[src/sfm_pkg.sv]
// constants and types for the secure access and fault monitor
package sfm_pkg;
   // privilege modes, boot level highest
   localparam logic [1:0] MODE_USER = 2'h0;
   localparam logic [1:0] MODE_PRIV = 2'h1;
   localparam logic [1:0] MODE_BOOT = 2'h2;
   localparam logic [1:0] MODE_TEST = 2'h3;
   // register map of the plain software port (word index)
   localparam logic [3:0] REG_MMU_OPEN = 4'h0;
   localparam logic [3:0] REG_FIREWALL = 4'h1;
   localparam logic [3:0] REG_STATUS = 4'h2;
   localparam logic [3:0] REG_ERRCNT = 4'h3;
   localparam logic [3:0] REG_FUSE = 4'h4;
   localparam logic [3:0] REG_SWRESET = 4'h5;
   // restrictive defaults
   localparam logic [7:0] MMU_OPEN_RST = 8'h00;
   localparam logic [7:0] FIREWALL_RST = 8'hFF;
   // reset cause codes
   localparam logic [2:0] CAUSE_NONE = 3'h0;
   localparam logic [2:0] CAUSE_SENSOR = 3'h1;
   localparam logic [2:0] CAUSE_INTEGRITY = 3'h2;
   localparam logic [2:0] CAUSE_ACCESS = 3'h3;
   localparam logic [2:0] CAUSE_RANGE = 3'h4;
   localparam logic [2:0] CAUSE_SFR = 3'h5;
   localparam logic [2:0] CAUSE_SOFT = 3'h6;
   // reset pulse length in cycles
   localparam int RST_PULSE_NS = 100;
   localparam int CLK_PERIOD_NS = 10;
   localparam int RST_PULSE_CYC = (RST_PULSE_NS + CLK_PERIOD_NS - 1) / CLK_PERIOD_NS;
   localparam logic [3:0] RST_PULSE_LEN = 4'(RST_PULSE_CYC);
   typedef enum logic [1:0] {ST_BOOT, ST_RUN, ST_RESET, ST_DEAD} sfm_state_t;
endpackage

[src/sfm_monitor.sv]
// secure access and fault monitor: boot mode, access checks, reset and error counter
// Contract
// - out-of-limit sensor raises reset; security-type sensors also decrement error counter
// - tampering detected on a running operation raises a counting reset
// - every attack or violation ends in reset to initial configuration
// - code and data words are integrity checked before consumption
// - code and data path carries address-keyed non-linear encrypted words
// - physical addresses are scrambled before memory writes
// - crypto coprocessor time does not depend on key or data
// - boot picks test firmware in privileged mode, else customer software
// - blown delivery fuse forbids test firmware selection forever
// - privileged outranks unprivileged; boot runs in a higher boot mode
// - software cannot change fuse configuration or security feature enables
// - accesses checked per code segment, target segment and operation type
// - conditional memory settings start most restrictive at boot
// - an error while segments are open restores restrictive settings
// - every access is also checked against configurable firewall bits; the code checks only user-mode data writes
// - special register permission depends on register and privilege mode
// - forbidden or missing special register read returns zero and security-resets
// - addresses outside implemented memory ranges force a reset
// - inconsistent addresses count as integrity violations
// - non-volatile memory uses ecc, double read and anti-tearing; the monitor takes only ecc and double read error inputs
// - security resets are limited; exhausted counter disables device permanently
module sfm_monitor
   import sfm_pkg::*;
#(
   parameter int ADDR_W = 16,
   parameter logic [15:0] MEM_TOP = 16'hBFFF,
   parameter logic [7:0] ERR_LIMIT = 8'h20,
   parameter logic [15:0] KEY_SEED = 16'h5A3C
) (
   // clock and reset
   input wire logic mclk_i,
   input wire logic resetn_i,
   // boot straps and persistent state
   input wire logic test_req_i,
   input wire logic fuse_delivered_i,
   input wire logic [7:0] nv_errcnt_i,
   // sensors and integrity monitors
   input wire logic sensor_alarm_i,
   input wire logic sensor_secure_i,
   input wire logic tamper_i,
   input wire logic nvm_ecc_err_i,
   input wire logic nvm_dread_mismatch_i,
   // cpu access
   input wire logic acc_valid_i,
   input wire logic acc_write_i,
   input wire logic acc_fetch_i,
   input wire logic [ADDR_W-1:0] acc_addr_i,
   input wire logic acc_addr_par_i,
   input wire logic [31:0] acc_wdata_i,
   input wire logic [1:0] acc_code_seg_i,
   input wire logic [31:0] bus_word_i,
   input wire logic bus_word_par_i,
   // register port
   input wire logic [3:0] reg_addr_i,
   input wire logic [7:0] reg_wdata_i,
   input wire logic reg_wr_i,
   input wire logic reg_rd_i,
   output logic [7:0] reg_rdata_o,
   // outputs
   output logic [1:0] mode_o,
   output logic test_fw_o,
   output logic acc_grant_o,
   output logic [ADDR_W-1:0] mem_addr_o,
   output logic [31:0] mem_wdata_o,
   output logic [31:0] word_plain_o,
   output logic word_ok_o,
   output logic sys_reset_o,
   output logic [7:0] nv_errcnt_o,
   output logic nv_errcnt_we_o,
   output logic dead_o,
   output logic [2:0] cause_o
);
   initial begin
      if (ADDR_W != 16) $error("sfm_monitor supports 16-bit addresses only");
      if (ERR_LIMIT == 8'h00) $error("ERR_LIMIT must be nonzero");
   end

   typedef struct packed {
      sfm_state_t st;
      logic [1:0] mode;
      logic test_fw;
      logic [7:0] mmu_open;
      logic [7:0] firewall;
      logic [7:0] errcnt;
      logic errcnt_loaded;
      logic [3:0] rst_cnt;
      logic [2:0] cause;
      logic [7:0] rdata;
      logic grant;
      logic [15:0] maddr;
      logic [31:0] mwdata;
      logic [31:0] plain;
      logic word_ok;
      logic errwe;
      logic sres;
      logic dead;
   } sfm_reg_t;

   sfm_reg_t r;
   sfm_reg_t next_r;

   // address-keyed non-linear scrambles; a rotation of an xor is cheap and invertible
   function automatic logic [15:0] scr_addr(input logic [15:0] a);
      logic [15:0] t;
      logic [15:0] u;
      t = a ^ KEY_SEED;
      u = {t[10:0], t[15:11]};
      // the high byte passes through unchanged, so the map stays one to one and never aliases two cells
      return {u[15:8], u[7:0] ^ (u[15:8] & {u[11:8], u[15:12]})};
   endfunction
   function automatic logic [31:0] keystream(input logic [15:0] a);
      logic [31:0] k;
      k = {a ^ KEY_SEED, ~a};
      return k ^ {k[22:0], k[31:23]} ^ (k & {k[7:0], k[31:8]});
   endfunction

   logic range_err;
   logic addr_incons;
   logic seg_deny;
   logic fw_deny;
   logic sfr_space;
   logic sfr_rd_deny;
   logic word_bad;
   logic [2:0] evt;
   logic evt_count;

   always_comb begin
      range_err = acc_valid_i && (acc_addr_i > MEM_TOP);
      addr_incons = acc_valid_i && ((^acc_addr_i) != acc_addr_par_i);
      // segment 2 of the target space is restricted, only open by mmu bit and only above user
      seg_deny = acc_valid_i && (acc_addr_i[15:14] == 2'h2) &&
                 (!r.mmu_open[acc_code_seg_i] || r.mode == MODE_USER ||
                 (acc_write_i && acc_fetch_i));
      fw_deny = acc_valid_i && !acc_fetch_i && acc_write_i &&
                r.firewall[acc_addr_i[13:11]] && (r.mode == MODE_USER);
      sfr_space = reg_rd_i && (reg_addr_i > REG_SWRESET);
      sfr_rd_deny = sfr_space || (reg_rd_i && reg_addr_i == REG_FUSE && r.mode == MODE_USER);
      word_bad = acc_valid_i && !acc_write_i && ((^bus_word_i) != bus_word_par_i);
      evt = CAUSE_NONE;
      evt_count = 1'b0;
      if (tamper_i || addr_incons || word_bad || nvm_dread_mismatch_i) begin
         evt = CAUSE_INTEGRITY;
         evt_count = 1'b1;
      end else if (sensor_alarm_i) begin
         evt = CAUSE_SENSOR;
         evt_count = sensor_secure_i;
      end else if (sfr_rd_deny) begin
         evt = CAUSE_SFR;
         evt_count = 1'b1;
      end else if (range_err) begin
         evt = CAUSE_RANGE;
      end else if (seg_deny || fw_deny) begin
         evt = CAUSE_ACCESS;
      end else if (reg_wr_i && reg_addr_i == REG_SWRESET && reg_wdata_i[0]) begin
         evt = CAUSE_SOFT;
         evt_count = reg_wdata_i[1];
      end
   end

   always_comb begin
      next_r = r;
      next_r.rdata = 8'h00;
      next_r.grant = 1'b0;
      next_r.errwe = 1'b0;
      next_r.word_ok = 1'b0;
      case (r.st)
         ST_BOOT: begin
            // error counter is loaded from non-volatile storage one cycle after release
            next_r.errcnt = nv_errcnt_i;
            next_r.errcnt_loaded = 1'b1;
            next_r.mmu_open = MMU_OPEN_RST;
            next_r.firewall = FIREWALL_RST;
            if (nv_errcnt_i == 8'h00) begin
               next_r.st = ST_DEAD;
            end else if (test_req_i && !fuse_delivered_i) begin
               next_r.mode = MODE_PRIV;
               next_r.test_fw = 1'b1;
               next_r.st = ST_RUN;
            end else begin
               next_r.mode = test_req_i ? MODE_USER : MODE_PRIV;
               next_r.test_fw = 1'b0;
               next_r.st = ST_RUN;
            end
         end
         ST_RUN: begin
            if (evt != CAUSE_NONE || nvm_ecc_err_i) begin
               next_r.cause = (evt != CAUSE_NONE) ? evt : CAUSE_INTEGRITY;
               next_r.mmu_open = MMU_OPEN_RST;
               next_r.firewall = FIREWALL_RST;
               next_r.rst_cnt = RST_PULSE_LEN;
               next_r.st = ST_RESET;
               if (evt_count) begin
                  next_r.errcnt = r.errcnt - 8'h01;
                  next_r.errwe = 1'b1;
               end
            end else begin
               if (acc_valid_i) begin
                  next_r.grant = 1'b1;
                  next_r.maddr = scr_addr(acc_addr_i);
                  next_r.mwdata = acc_wdata_i ^ keystream(acc_addr_i);
                  next_r.plain = bus_word_i ^ keystream(acc_addr_i);
                  next_r.word_ok = !acc_write_i;
               end
               if (reg_wr_i && r.mode != MODE_USER) begin
                  case (reg_addr_i)
                     REG_MMU_OPEN: next_r.mmu_open = reg_wdata_i;
                     REG_FIREWALL: next_r.firewall = reg_wdata_i;
                     default: next_r.mode = r.mode;
                  endcase
               end
               if (reg_rd_i) begin
                  case (reg_addr_i)
                     REG_MMU_OPEN: next_r.rdata = r.mmu_open;
                     REG_FIREWALL: next_r.rdata = r.firewall;
                     REG_STATUS: next_r.rdata = {3'h0, r.test_fw, r.mode, 2'h0};
                     REG_ERRCNT: next_r.rdata = r.errcnt;
                     REG_FUSE: next_r.rdata = {7'h00, fuse_delivered_i};
                     default: next_r.rdata = 8'h00;
                  endcase
               end
            end
         end
         ST_RESET: begin
            // the pulse restarts the system; then boot again into initial configuration, or go dead when the error counter is zero
            if (r.rst_cnt == 4'h1) begin
               next_r.st = (r.errcnt == 8'h00) ? ST_DEAD : ST_BOOT;
               next_r.mode = MODE_BOOT;
            end
            next_r.rst_cnt = r.rst_cnt - 4'h1;
         end
         ST_DEAD: begin
            next_r.st = ST_DEAD;
         end
         default: next_r.st = ST_BOOT;
      endcase
      // registered so the reset and dead lines reach the pins glitch free
      next_r.sres = (next_r.st == ST_RESET);
      next_r.dead = (next_r.st == ST_DEAD);
   end

   always_ff @(posedge mclk_i) begin
      if (!resetn_i) begin
         r <= '0;
         r.st <= ST_BOOT;
         r.mode <= MODE_BOOT;
         r.mmu_open <= MMU_OPEN_RST;
         r.firewall <= FIREWALL_RST;
         r.errcnt <= ERR_LIMIT;
      end else begin
         r <= next_r;
      end
   end

   assign reg_rdata_o = r.rdata;
   assign mode_o = r.mode;
   assign test_fw_o = r.test_fw;
   assign acc_grant_o = r.grant;
   assign mem_addr_o = r.maddr;
   assign mem_wdata_o = r.mwdata;
   assign word_plain_o = r.plain;
   assign word_ok_o = r.word_ok;
   assign sys_reset_o = r.sres;
   assign nv_errcnt_o = r.errcnt;
   assign nv_errcnt_we_o = r.errwe;
   assign dead_o = r.dead;
   assign cause_o = r.cause;
endmodule

[config.mk]
export PLATFORM = sky130hd
export DESIGN_NAME = sfm_monitor
export DESIGN_NICKNAME = d
export VERILOG_FILES = /design/src/sfm_pkg.sv /design/src/sfm_monitor.sv
export SDC_FILE = /design/constraint.sdc
export NUM_CORES = 1
export LEC_CHECK = 0
export ABC_AREA = 1
export BUFFER_PORTS_ARGS = -buffer_cell sky130_fd_sc_hd__buf_2
export CAP_MARGIN = 20
export CORE_ASPECT_RATIO = 0.9
export CORE_MARGIN = 3
export CORE_UTILIZATION = 53
export DETAILED_ROUTE_END_ITERATION = 10
export PLACE_DENSITY = 0.87
export SLEW_MARGIN = 10
export SYNTH_ARGS = -nofsm -noshare
export SYNTH_HDL_FRONTEND = slang
export SYNTH_SLANG_ARGS = --single-unit
export TNS_END_PERCENT = 100
[constraint.sdc]
create_clock -name mclk_i -period 3.8 [get_ports mclk_i]
set_input_delay 0 -clock mclk_i [delete_from_list [all_inputs] [get_ports mclk_i]]
set_output_delay 0 -clock mclk_i [all_outputs]
set_load 0.03 [all_outputs]
==> summary.txt, run 1 <==
status: complete, no violations
CTS Sinks: 129
dpl hpwl: 18090 um
GR Util All Layers: 0.2994
Multi-input gate area: 0.004100 mm2
max_slew headroom: 0.3124
Syn Nets: 1356
crit path capture type: flip-flop
postcts setup bufs: 0
Chip Width: 136.9 um
initial cell density of the core: 0.5480
ant diodes: 0
Compound-Gate Fraction of Synth Area: 0.1660
worst-path maximum fanout: 15
Worst-path clk slew: 0.06 ns
Ports: 225
library cells used by synthesis: 39
CTS tree: done
first-pass GRT wire length: 39370 um
largest net degree at the start of global routing: 98
Pint: 2.986 mW
Via-to-Cell Ratio: 5.265
Mapped Avg Cell Area: 6.632 um2
combinational power share: 0.221
Seq pwr share: 0.345
commonest non-fill, non-tap cells in the layout: nand2_1, buf_2, dfxtp_1
Fmax: 0.3297 GHz
HP Class: in2reg
fin crit period: 3.033 ns
Crit path arrival time: 3.34 ns
predominant post-synthesis flop cell: dfxtp_1
Fin. Hold Viols: 0
CTS root buf: clkbuf_16
PortBufs: 224
DRC viols: 0
vias in the first global route: 7916
Async SR Flop Fraction: 0
fillers: 1230
crit path buf inv count: 7
worst skew pair latency: 0.43 ns
WS Path Type: in2reg
most common cell after layout, fill and taps aside: nand2_1
initial antenna violation count: 0
clock share of power: 0.434
Top delay family on crit path: simple AND/OR/NAND/NOR gates
via count: 8555
total CTS buffers: 17
Max clock buf depth: 2
Cell Pwr Density: 419.6 mW/mm2
number of max-cap violations: 0
Cells after Synth: 1233
post-synth design cell area: 0.008178 mm2
Seq/Total Area, Yosys: 0.3158
Synth Area in Adders: 0.007650
Leakage: 5.372 nW
H-tree Lvls: 4
Worst setup SP type: primary input
worst-margin pin slew: 1.021 ns
Layout area overhead: 23.48%
Final setup viols: 0
Synth Area in XOR/XNOR: 0.08996
DRT Pass-1 Iters: 7
most used cell, CP: nand2_1
largest family of logic cells by synthesized area: simple AND/OR/NAND/NOR gates
FF+latch count, synth: 129
RSZ-0062 raised after global routing: no
post-synthesis simple-gate area fraction: 0.2378
GRT overflow: 0
CP required: 4.11 ns
routed wire length: 25840 um
nets@finish: 1537
Routed Antenna Nets: 0
switching share of power: 0.2952
core footprint: 0.01492 mm2
Power, Total: 4.237 mW
Switch Pwr: 1.251 mW
die height: 123.8 um
slowest cell on the critical path: dlygate4sd3_1
Die Area: 0.01696 mm2
multiplexer area fraction after synthesis: 0
Cell Rows: 42
clock skew: 0.01177 ns
routability congestion estimate: 0.9776
setup TNS: 0 ns
layout cell share with drive strength beyond 1: 0.1941
register area: 0.002582 mm2
Peak VDD IR: 314.8 uV
Iteration-0 DRC Markers: 722
Worst path max stage delay: 0.59 ns
Synth warnings: 0
number of synthesized flops with an enable pin: 0
fin crit share: 0.7981
Slew Viols, Final: 0
WL per Instance: 15.90 um
-- synth_stat cells (2+ instances only) --
master      n  area (um2)
a21oi_1   108       540.5
inv_1     122       457.9
nor2_1     70       262.8
buf_2      26       130.1
nand3b_1    2       15.01
nand2_2     2       12.51
or2_2       2       12.51
dfxtp_1   129        2582
nand4_1    15       93.84
o31ai_1     2       15.01
o21ai_0   120       600.6
nor3_1      3       15.01
nand3_1    53       265.3
nand3_2     2       20.02
nand2_1   319        1197
o21ai_1    11       55.05
xor2_1     65       569.3
o211ai_1    2       15.01
o22ai_1     9       56.30
ha_1        5       62.56
buf_6       3       33.78
xnor2_1    19       166.4
a211oi_1    2       15.01
buf_1       2       7.510
buf_4     102       765.7
clkbuf_1   15       56.30
clkbuf_2    2       10.01
a31oi_1     3       18.77
inv_2       8       30.03
-- through the flow --
step / util / area (um2) / hold WS [ns] / worst slack [ns] / instances
2_1_floorplan: - / 8178 / 0.07784 / 1.539 / 1233
3_3_place_gp: 0.5771 / 8613 / 0.2550 / 1.035 / 1511
3_5_place_dp: 0.5771 / 8613 / 0.2521 / 0.9444 / 1511
4_1_cts: 0.6766 / 10100 / 0.00009892 / 0.8811 / 1625
5_1_grt: 0.6766 / 10100 / 0.02882 / 0.4821 / 1625
6_report: 0.6766 / 10100 / 0.006895 / 0.7673 / 1625
-- state kept, by name (all words and copies together) (netlist names), 2 cells and up --
signal	count
mem_wdata_o	32
word_plain_o	32
r	22
mem_addr_o	16
nv_errcnt_o	8
reg_rdata_o	8
cause_o	3
mode_o	2
-- worst reg2reg max path, cell delays in order, from the launching register on --
cell           delay (ns)
dfxtp_1              0.31
inv_1                0.12
a21oi_1              0.08
o21ai_0              0.07
o21ai_0              0.14
o21ai_1              0.18
nand2_1              0.11
o31ai_1              0.19
o21ai_0              0.14
nand2_1              0.10
nand2_1              0.06
nand2_1              0.42
inv_1                0.13
nand2_1              0.08
nand3_1              0.08
dlygate4sd3_1        0.59
-- layer usage --
metal	GRT usage	share of wire	routed length [um]	vias to the layer above
met5	0	0	0	-
met4	0.1216	0.031	813	0
met3	0.07431	0.085	2198	67
met2	0.4859	0.45	11740	378
met1	0.3824	0.43	11090	3897
li1	-	-	-	4213
-- repair_timing --
action / CTS / global route
setup endpoints to repair: 0 / 0
gates resized for setup: 0 / 0
hold buffers: 82 / 0
endpoints found under the hold margin: 80 / 0
-- final timing paths --
path | to | startpoint | slack, ns | depth (start not counted)
worst max-delay path | nv_errcnt_o[5] | bus_word_i[9] | 0.77 | 25
worst max register to register | nv_errcnt_o[5] | r[110] | 0.88 | 15
worst min-delay path | nv_errcnt_we_o | sensor_secure_i | 0.007 | 5
worst min register to register | r[114] | r[114] | 0.48 | 2
-- power groups by stage --
stage | Sequential (mW) | Clock (mW) | Combinational (mW)
2_1_floorplan | 1.49 | 0 | 0.606
3_3_place_gp | 1.49 | 0 | 0.818
3_5_place_dp | 1.49 | 0 | 0.834
4_1_cts | 1.46 | 1.85 | 0.914
5_1_grt | 1.47 | 1.92 | 1.04
6_report | 1.46 | 1.84 | 0.936
-- final cells by class --
| class | instances | share of cell area |
|---|---|---|
| Timing Repair Buffer | 312 | 0.1992 |
| Multi-Input combinational cell | 823 | 0.4060 |
| Tap cell | 198 | 0.02453 |
| Inverter | 131 | 0.04869 |
| Sequential cell | 129 | 0.2557 |
| Clock inverter | 9 | 0.01747 |
| Clock buffer | 23 | 0.04832 |
-- kinds of logic (layout without fill, tap and decap cells) --
kind of cell | count (synthesis) | after routing
AOI/OAI and AO/OA | 262 | 262
buffers and inverters | 281 | 475
xor gates and xnor gates | 84 | 84
DFF | 129 | 129
adders and majority gates | 5 | 5
and+or+nand+nor | 472 | 472
(Power assumes the default switching activity.)
==> inputs of run 2 (changes only) <==
--- a/config.mk
+++ b/config.mk
@@ -10,9 +10,9 @@
 export CAP_MARGIN = 20
 export CORE_ASPECT_RATIO = 0.9
 export CORE_MARGIN = 3
-export CORE_UTILIZATION = 53
+export CORE_UTILIZATION = 48
 export DETAILED_ROUTE_END_ITERATION = 10
-export PLACE_DENSITY = 0.87
+export PLACE_DENSITY = 0.83
 export SLEW_MARGIN = 10
 export SYNTH_ARGS = -nofsm -noshare
 export SYNTH_HDL_FRONTEND = slang
==> constraint.sdc (replaced) <==
create_clock -name mclk_i -period 2.6 [get_ports mclk_i]
set_input_delay 0 -clock mclk_i [delete_from_list [all_inputs] [get_ports mclk_i]]
set_output_delay 0 -clock mclk_i [all_outputs]
set_load 0.03 [all_outputs]
==> run 2 against run 1 <==
Effect of this change: clock skew decreased by 0.0021 ns; cell count grew 2.6%; utilization down 2.9 points; worst hold slack improved by 0.0082 ns; power is 38% higher; sequential share of layout area shrank 1.3 points; first-iteration DRC count rose by 12%; via count up 4.7%; global-route usage decreased by 3.1 points; critical path depth decreased by 1; sequential cell count unchanged; largest cell class unchanged; largest power group unchanged; highest routed layer unchanged.
==> summary.txt, run 2 (synthesized netlist as in run 1, its figures left out) <==
HP Class: in2reg (unchanged)
Max clock buf depth: 2 (unchanged)
initial antenna violation count: 1 (was 0)
Layout Cells excl Fill: 1668 (was 1625)
fillers: 1380 (was 1230)
Power, Total: 5.856 mW (was 4.237 mW)
Ports: 225 (unchanged)
placed insts: 1531 (was 1511)
largest net degree at the start of global routing: 67 (was 98)
Top delay family on crit path: simple AND/OR/NAND/NOR gates (unchanged)
register area: 0.002584 mm2 (was 0.002582 mm2)
most common cell after layout, fill and taps aside: nand2_1 (unchanged)
most used cell, CP: nand2_1 (unchanged)
routed wire length: 28070 um (was 25840 um)
H-tree Lvls: 4 (unchanged)
worst-margin pin slew: 0.9026 ns (was 1.021 ns)
GRT overflow: 0 (unchanged)
crit path buf inv count: 6 (was 7)
CP required: 2.95 ns (was 4.11 ns)
fin area: 0.01063 mm2 (was 0.01010 mm2)
PortBufs: 224 (unchanged)
setup TNS: 0 ns (unchanged)
Worst path max stage delay: 0.55 ns (was 0.59 ns)
worst-path maximum fanout: 16 (was 15)
Cell Rows: 44 (was 42)
DRT Pass-1 Iters: 5 (was 7)
Die Area: 0.01864 mm2 (was 0.01696 mm2)
max_slew headroom: 0.3962 (was 0.3124)
Multi-input gate area: 0.004223 mm2 (was 0.004100 mm2)
CP Cell Sequence: dlygate4sd3_1 > buf_2 > inv_1 > nand2_1 > nand2_1 > nand2_1 > nand2_1 > nand2_1 > nand2_2 > nand2_1 > nand2_1 > nand2_1 > nand2_1 > nand2_1 > nand3_2 > nand3_4 > nor2_4 > nand2_4 > nor2_8 > buf_6 > buf_6 > clkbuf_16 > o21ai_0 > a21oi_1
Routed Antenna Nets: 0 (unchanged)
layout cell share with drive strength beyond 1: 0.2363 (was 0.1941)
GR Util All Layers: 0.2680 (was 0.2994)
Peak VDD IR: 377.8 uV (was 314.8 uV)
via count: 8956 (was 8555)
WHS: 0.01514 ns (was 0.006895 ns)
core footprint: 0.01641 mm2 (was 0.01492 mm2)
Worst setup SP type: primary input (unchanged)
placed inst area: 0.008732 mm2 (was 0.008613 mm2)
initial cell density of the core: 0.4985 (was 0.5480)
CTS Sinks: 129 (unchanged)
clock skew: 0.009680 ns (was 0.01177 ns)
Fin. Hold Viols: 0 (unchanged)
DRC viols: 0 (unchanged)
CTS root buf: clkbuf_16 (unchanged)
Slew Viols, Final: 0 (unchanged)
slowest cell on the critical path: dlygate4sd3_1 (unchanged)
fin crit period: 2.529 ns
Crit path arrival time: 2.88 ns (was 3.34 ns)
CTS tree: done (unchanged)
Final setup viols: 0 (unchanged)
Chip Width: 143.6 um (was 136.9 um)
vias in the first global route: 7879 (was 7916)
WS Path Type: in2reg (unchanged)
Cell Pwr Density: 551.0 mW/mm2 (was 419.6 mW/mm2)
Leakage: 5.608 nW (was 5.372 nW)
total CTS buffers: 17 (unchanged)
worst skew pair latency: 0.42 ns (was 0.43 ns)
dpl hpwl: 18270 um (was 18090 um)
die height: 129.8 um (was 123.8 um)
Fmax: 0.3954 GHz
first-pass GRT wire length: 39640 um (was 39370 um)
commonest non-fill, non-tap cells in the layout: nand2_1, buf_2, dfxtp_1 (unchanged)
Layout area overhead: 29.97% (was 23.48%)
Via-to-Cell Ratio: 5.369 (was 5.265)
routability congestion estimate: 1.022 (was 0.9776)
WL per Instance: 16.83 um (was 15.90 um)
Iteration-0 DRC Markers: 810 (was 722)
nets@finish: 1573 (was 1537)
number of max-cap violations: 0 (unchanged)
crit path capture type: flip-flop (unchanged)
Worst-path clk slew: 0.06 ns (about the same)
fin crit share: 0.9728
status: complete, no violations (unchanged)
## run 2: changes by cell type in the layout (fill, tap and decap cells not counted), moves of 4 or more
cell and delta:
buf_2 -14, buf_4 +23, buf_6 +14, clkbuf_16 +6, inv_1 -6, inv_2 +4, nand2_1 -19, nand2_2 +19
nand3_1 -5, nor2_1 -6, nor2_2 +5
## run 2: final cells by class
class                   count  share of cell area
diodes                      1           0.0002354
clock buffers              22             0.04273
clock inverters             7            0.008240
inverters                 131             0.04673
multi-input cells         823              0.3973
flip-flops and latches    129              0.2431
well taps                 207             0.02437
repair buffers            348              0.2373
## run 2: final timing paths
path             startpoint                to  slack [ns]  cells past startpoint
min reg2reg          r[115]            r[115]        0.47                      2
min          bus_word_i[23]  word_plain_o[23]        0.02                      4
max          bus_word_i[11]  word_plain_o[15]        0.07                     24
max reg2reg          r[118]  word_plain_o[15]        0.07                     19
## run 2: through the flow
step	util	setup slack [ns]
after floorplan	-	0.3388
after global placement	0.5323	0.1679
after detailed placement	0.5323	0.06154
after CTS	0.6171	0.02933
after global routing	0.6479	-0.1461
final	0.6479	0.07074
## run 2: repair_timing
item,in CTS,in global routing
resized for setup,0,81
endpoints found under the hold margin,84,0
endpoints found under the setup margin,0,115
setup buffers,0,17
hold buffers,85,0
## run 2: power breakdown
group	internal [mW]	leakage (nW)	switching (mW)	total (mW)
logic	0.545	4.30	0.902	1.45
clock network	1.41	0.265	0.859	2.27
registers	2.07	1.05	0.0723	2.14
## run 2: metal layers
layer,track usage,vias to the layer above,wire length [um]
met5,0,-,0
met4,0.1163,0,1081
met3,0.06596,94,2707
met2,0.4182,512,12520
met1,0.3538,4072,11760
li1,-,4278,-
## run 2: worst register-to-register path, cell delays in order (launching register included)
cell	delay [ns]
dfxtp_1	0.31
inv_1	0.06
a21oi_1	0.11
o21ai_0	0.09
o21ai_1	0.15
nand2_1	0.14
nand3_2	0.10
nand2_2	0.07
nand2_1	0.07
nand2_1	0.08
nor2_2	0.14
nand2_2	0.09
nor2_4	0.13
nand2_4	0.11
nor2_8	0.17
buf_6	0.13
buf_6	0.10
clkbuf_16	0.16
o21ai_0	0.11
a21oi_1	0.15
==> inputs of run 3 (changes only) <==
--- a/config.mk
+++ b/config.mk
@@ -12,6 +12,7 @@
 export CORE_MARGIN = 3
 export CORE_UTILIZATION = 48
 export DETAILED_ROUTE_END_ITERATION = 10
+export MAX_ROUTING_LAYER = met4
 export PLACE_DENSITY = 0.83
 export SLEW_MARGIN = 10
 export SYNTH_ARGS = -nofsm -noshare
==> run 3 against run 2 <==
Effect of this change: worst setup slack worse by 0.022 ns; first-iteration DRC count up 13%; cell area down 1.6%; critical endpoint unchanged.
==> summary.txt, run 3 (synthesized netlist as in run 1, its figures left out) <==
worst skew pair latency: 0.42 ns (about the same)
post-place setup slack: 0.1210 ns (was 0.06154 ns)
Pint: 4.325 mW (was 4.022 mW)
worst reg2reg path depth: 17 (was 19)
clock share of power: 0.426 (was 0.388)
total CTS buffers: 17 (unchanged)
CP Depth: 24 (unchanged)
Fin. Hold Viols: 0 (unchanged)
routability congestion estimate: 0.9869 (was 1.022)
worst-margin pin slew: 0.9695 ns (was 0.9026 ns)
core footprint: 0.01641 mm2 (unchanged)
Worst path max stage delay: 0.54 ns (was 0.55 ns)
HP Class: in2reg (unchanged)
number of max-cap violations: 0 (unchanged)
GRT overflow: 0 (unchanged)
initial cell density of the core: 0.4985 (unchanged)
Iteration-0 DRC Markers: 912 (was 810)
die height: 129.8 um (unchanged)
routed wire length: 27450 um (was 28070 um)
crit path buf inv count: 6 (unchanged)
slowest cell on the critical path: dlygate4sd3_1 (unchanged)
Slew Viols, Final: 0 (unchanged)
setup TNS: 0 ns (unchanged)
CTS tree: done (unchanged)
post-layout util: 0.6374 (was 0.6479)
fin crit share: 0.9813 (was 0.9728)
WL per Instance: 16.58 um (was 16.83 um)
fillers: 1382 (was 1380)
Multi-input gate area: 0.004154 mm2 (was 0.004223 mm2)
Die Area: 0.01864 mm2 (unchanged)
Worst setup SP type: primary input (unchanged)
max_slew headroom: 0.3469 (was 0.3962)
crit path capture type: flip-flop (unchanged)
status: complete, no violations (unchanged)
Routed Antenna Nets: 0 (unchanged)
combinational power share: 0.229 (was 0.247)
switching share of power: 0.3010 (was 0.3131)
largest net degree at the start of global routing: 68 (was 67)
Worst-path clk slew: 0.06 ns (about the same)
PortBufs: 224 (unchanged)
Seq pwr share: 0.345 (was 0.365)
Final setup viols: 0 (unchanged)
Switch Pwr: 1.863 mW (was 1.834 mW)
Cell Rows: 44 (unchanged)
CP Cell Sequence: dlygate4sd3_1 > buf_2 > inv_1 > nand2_1 > nand2_1 > nand2_1 > nand2_1 > nand2_1 > nand2_1 > inv_1 > nand2_1 > nand2_1 > nand2_1 > nand2_1 > nand2_1 > nand3_2 > nand3_2 > nor2_4 > nand2_4 > nor2_8 > buf_6 > buf_12 > o21ai_0 > a21oi_1 (was dlygate4sd3_1 > buf_2 > inv_1 > nand2_1 > nand2_1 > nand2_1 > nand2_1 > nand2_1 > nand2_2 > nand2_1 > nand2_1 > nand2_1 > nand2_1 > nand2_1 > nand3_2 > nand3_4 > nor2_4 > nand2_4 > nor2_8 > buf_6 > buf_6 > clkbuf_16 > o21ai_0 > a21oi_1)
nets@finish: 1558 (was 1573)
Cell Pwr Density: 591.7 mW/mm2 (was 551.0 mW/mm2)
Chip Width: 143.6 um (unchanged)
Leakage: 5.540 nW (was 5.608 nW)
Via-to-Cell Ratio: 5.264 (was 5.369)
post-route setup slack: 0.04867 ns (was 0.07074 ns)
most used cell, CP: nand2_1 (unchanged)
Ports: 225 (unchanged)
first-pass GRT wire length: 39410 um (was 39640 um)
layout cell share with drive strength beyond 1: 0.2244 (was 0.2363)
CTS root buf: clkbuf_16 (unchanged)
Layout area overhead: 27.88% (was 29.97%)
via count: 8718 (was 8956)
Worst Hold Depth: 3 (was 4)
Peak VDD IR: 517.4 uV (was 377.8 uV)
H-tree Lvls: 4 (unchanged)
CP required: 2.93 ns (was 2.95 ns)
GR Util All Layers: 0.2787 (was 0.2680)
vias in the first global route: 7672 (was 7879)
DRC viols: 0 (unchanged)
worst-path maximum fanout: 16 (unchanged)
register area: 0.002582 mm2 (was 0.002584 mm2)
WS Path Type: in2reg (unchanged)
Power, Total: 6.187 mW (was 5.856 mW)
Crit path arrival time: 2.88 ns (about the same)
DRT Pass-1 Iters: 5 (unchanged)
most common cell after layout, fill and taps aside: nand2_1 (unchanged)
Fmax: 0.3920 GHz (was 0.3954 GHz)
CTS Sinks: 129 (unchanged)
Top delay family on crit path: simple AND/OR/NAND/NOR gates (unchanged)
Max clock buf depth: 2 (unchanged)
commonest non-fill, non-tap cells in the layout: nand2_1, buf_2, dfxtp_1 (unchanged)
RSZ-0062 raised after global routing: yes
fin crit period: 2.551 ns (was 2.529 ns)
dpl hpwl: 18370 um (was 18270 um)
clock skew: 0.01189 ns (was 0.009680 ns)
initial antenna violation count: 1 (unchanged)
==> run 3: path summary, 6_finish.rpt <==
| check | slack, ns | endpoint | startpoint |
|---|---|---|---|
| min | 0.005 | word_plain_o[10] | bus_word_i[10] |
| max reg2reg | 0.14 | word_plain_o[15] | mode_o[1] |
| min reg2reg | 0.48 | r[114] | r[114] |
| max | 0.05 | word_plain_o[15] | bus_word_i[15] |
==> run 3: power by group through the flow <==
stage | Combinational, mW | Sequential, mW | Clock [mW]
2_1_floorplan | 0.886 | 2.17 | 0
3_3_place_gp | 1.23 | 2.17 | 0
3_5_place_dp | 1.25 | 2.18 | 0
4_1_cts | 1.36 | 2.13 | 2.65
5_1_grt | 1.56 | 2.15 | 2.75
6_report | 1.42 | 2.14 | 2.64
==> run 3: final cells by class <==
| type | instances | share of cell area |
|---|---|---|
| clock inverters | 9 | 0.01448 |
| repair buffers | 333 | 0.2212 |
| flip-flops and latches | 129 | 0.2470 |
| inverters | 131 | 0.04750 |
| diodes | 1 | 0.0002393 |
| well taps | 207 | 0.02477 |
| multi-input cells | 823 | 0.3972 |
| clock buffers | 23 | 0.04762 |
==> run 3: stage by stage <==
| stage | hold slack, ns | instances | cell area (um2) |
|---|---|---|---|
| floorplan | 0.07784 | 1233 | 8178 |
| global route | 0.01911 | 1656 | 10460 |
| global placement | 0.2734 | 1532 | 8752 |
| CTS | 0.0006815 | 1641 | 10170 |
| finish | 0.004601 | 1656 | 10460 |
| detailed placement | 0.2796 | 1532 | 8752 |
==> run 3: timing repair <==
action | in CTS | in global routing
hold endpoints to repair | 76 | 0
setup endpoints to repair | 0 | 123
hold buffers | 77 | 0
buffers inserted | 0 | 9
gates resized for setup | 0 | 40
==> run 3: worst register-to-register path: cells and delay by family (launching register included) <==
family / cells / cell delay, ns
compound gates: 5 / 0.68
flops: 1 / 0.33
simple gates: 9 / 1.03
buf+inv: 3 / 0.34
==> run 3: layer usage <==
metal	vias to the layer above	routed length [um]	part of all wire	global-route usage
li1	4250	-	-	-
met1	3915	11510	0.42	0.3518
met2	464	12360	0.45	0.4330
met3	89	2535	0.092	0.06376
met4	0	1044	0.038	0.1135
met5	-	0	0	-
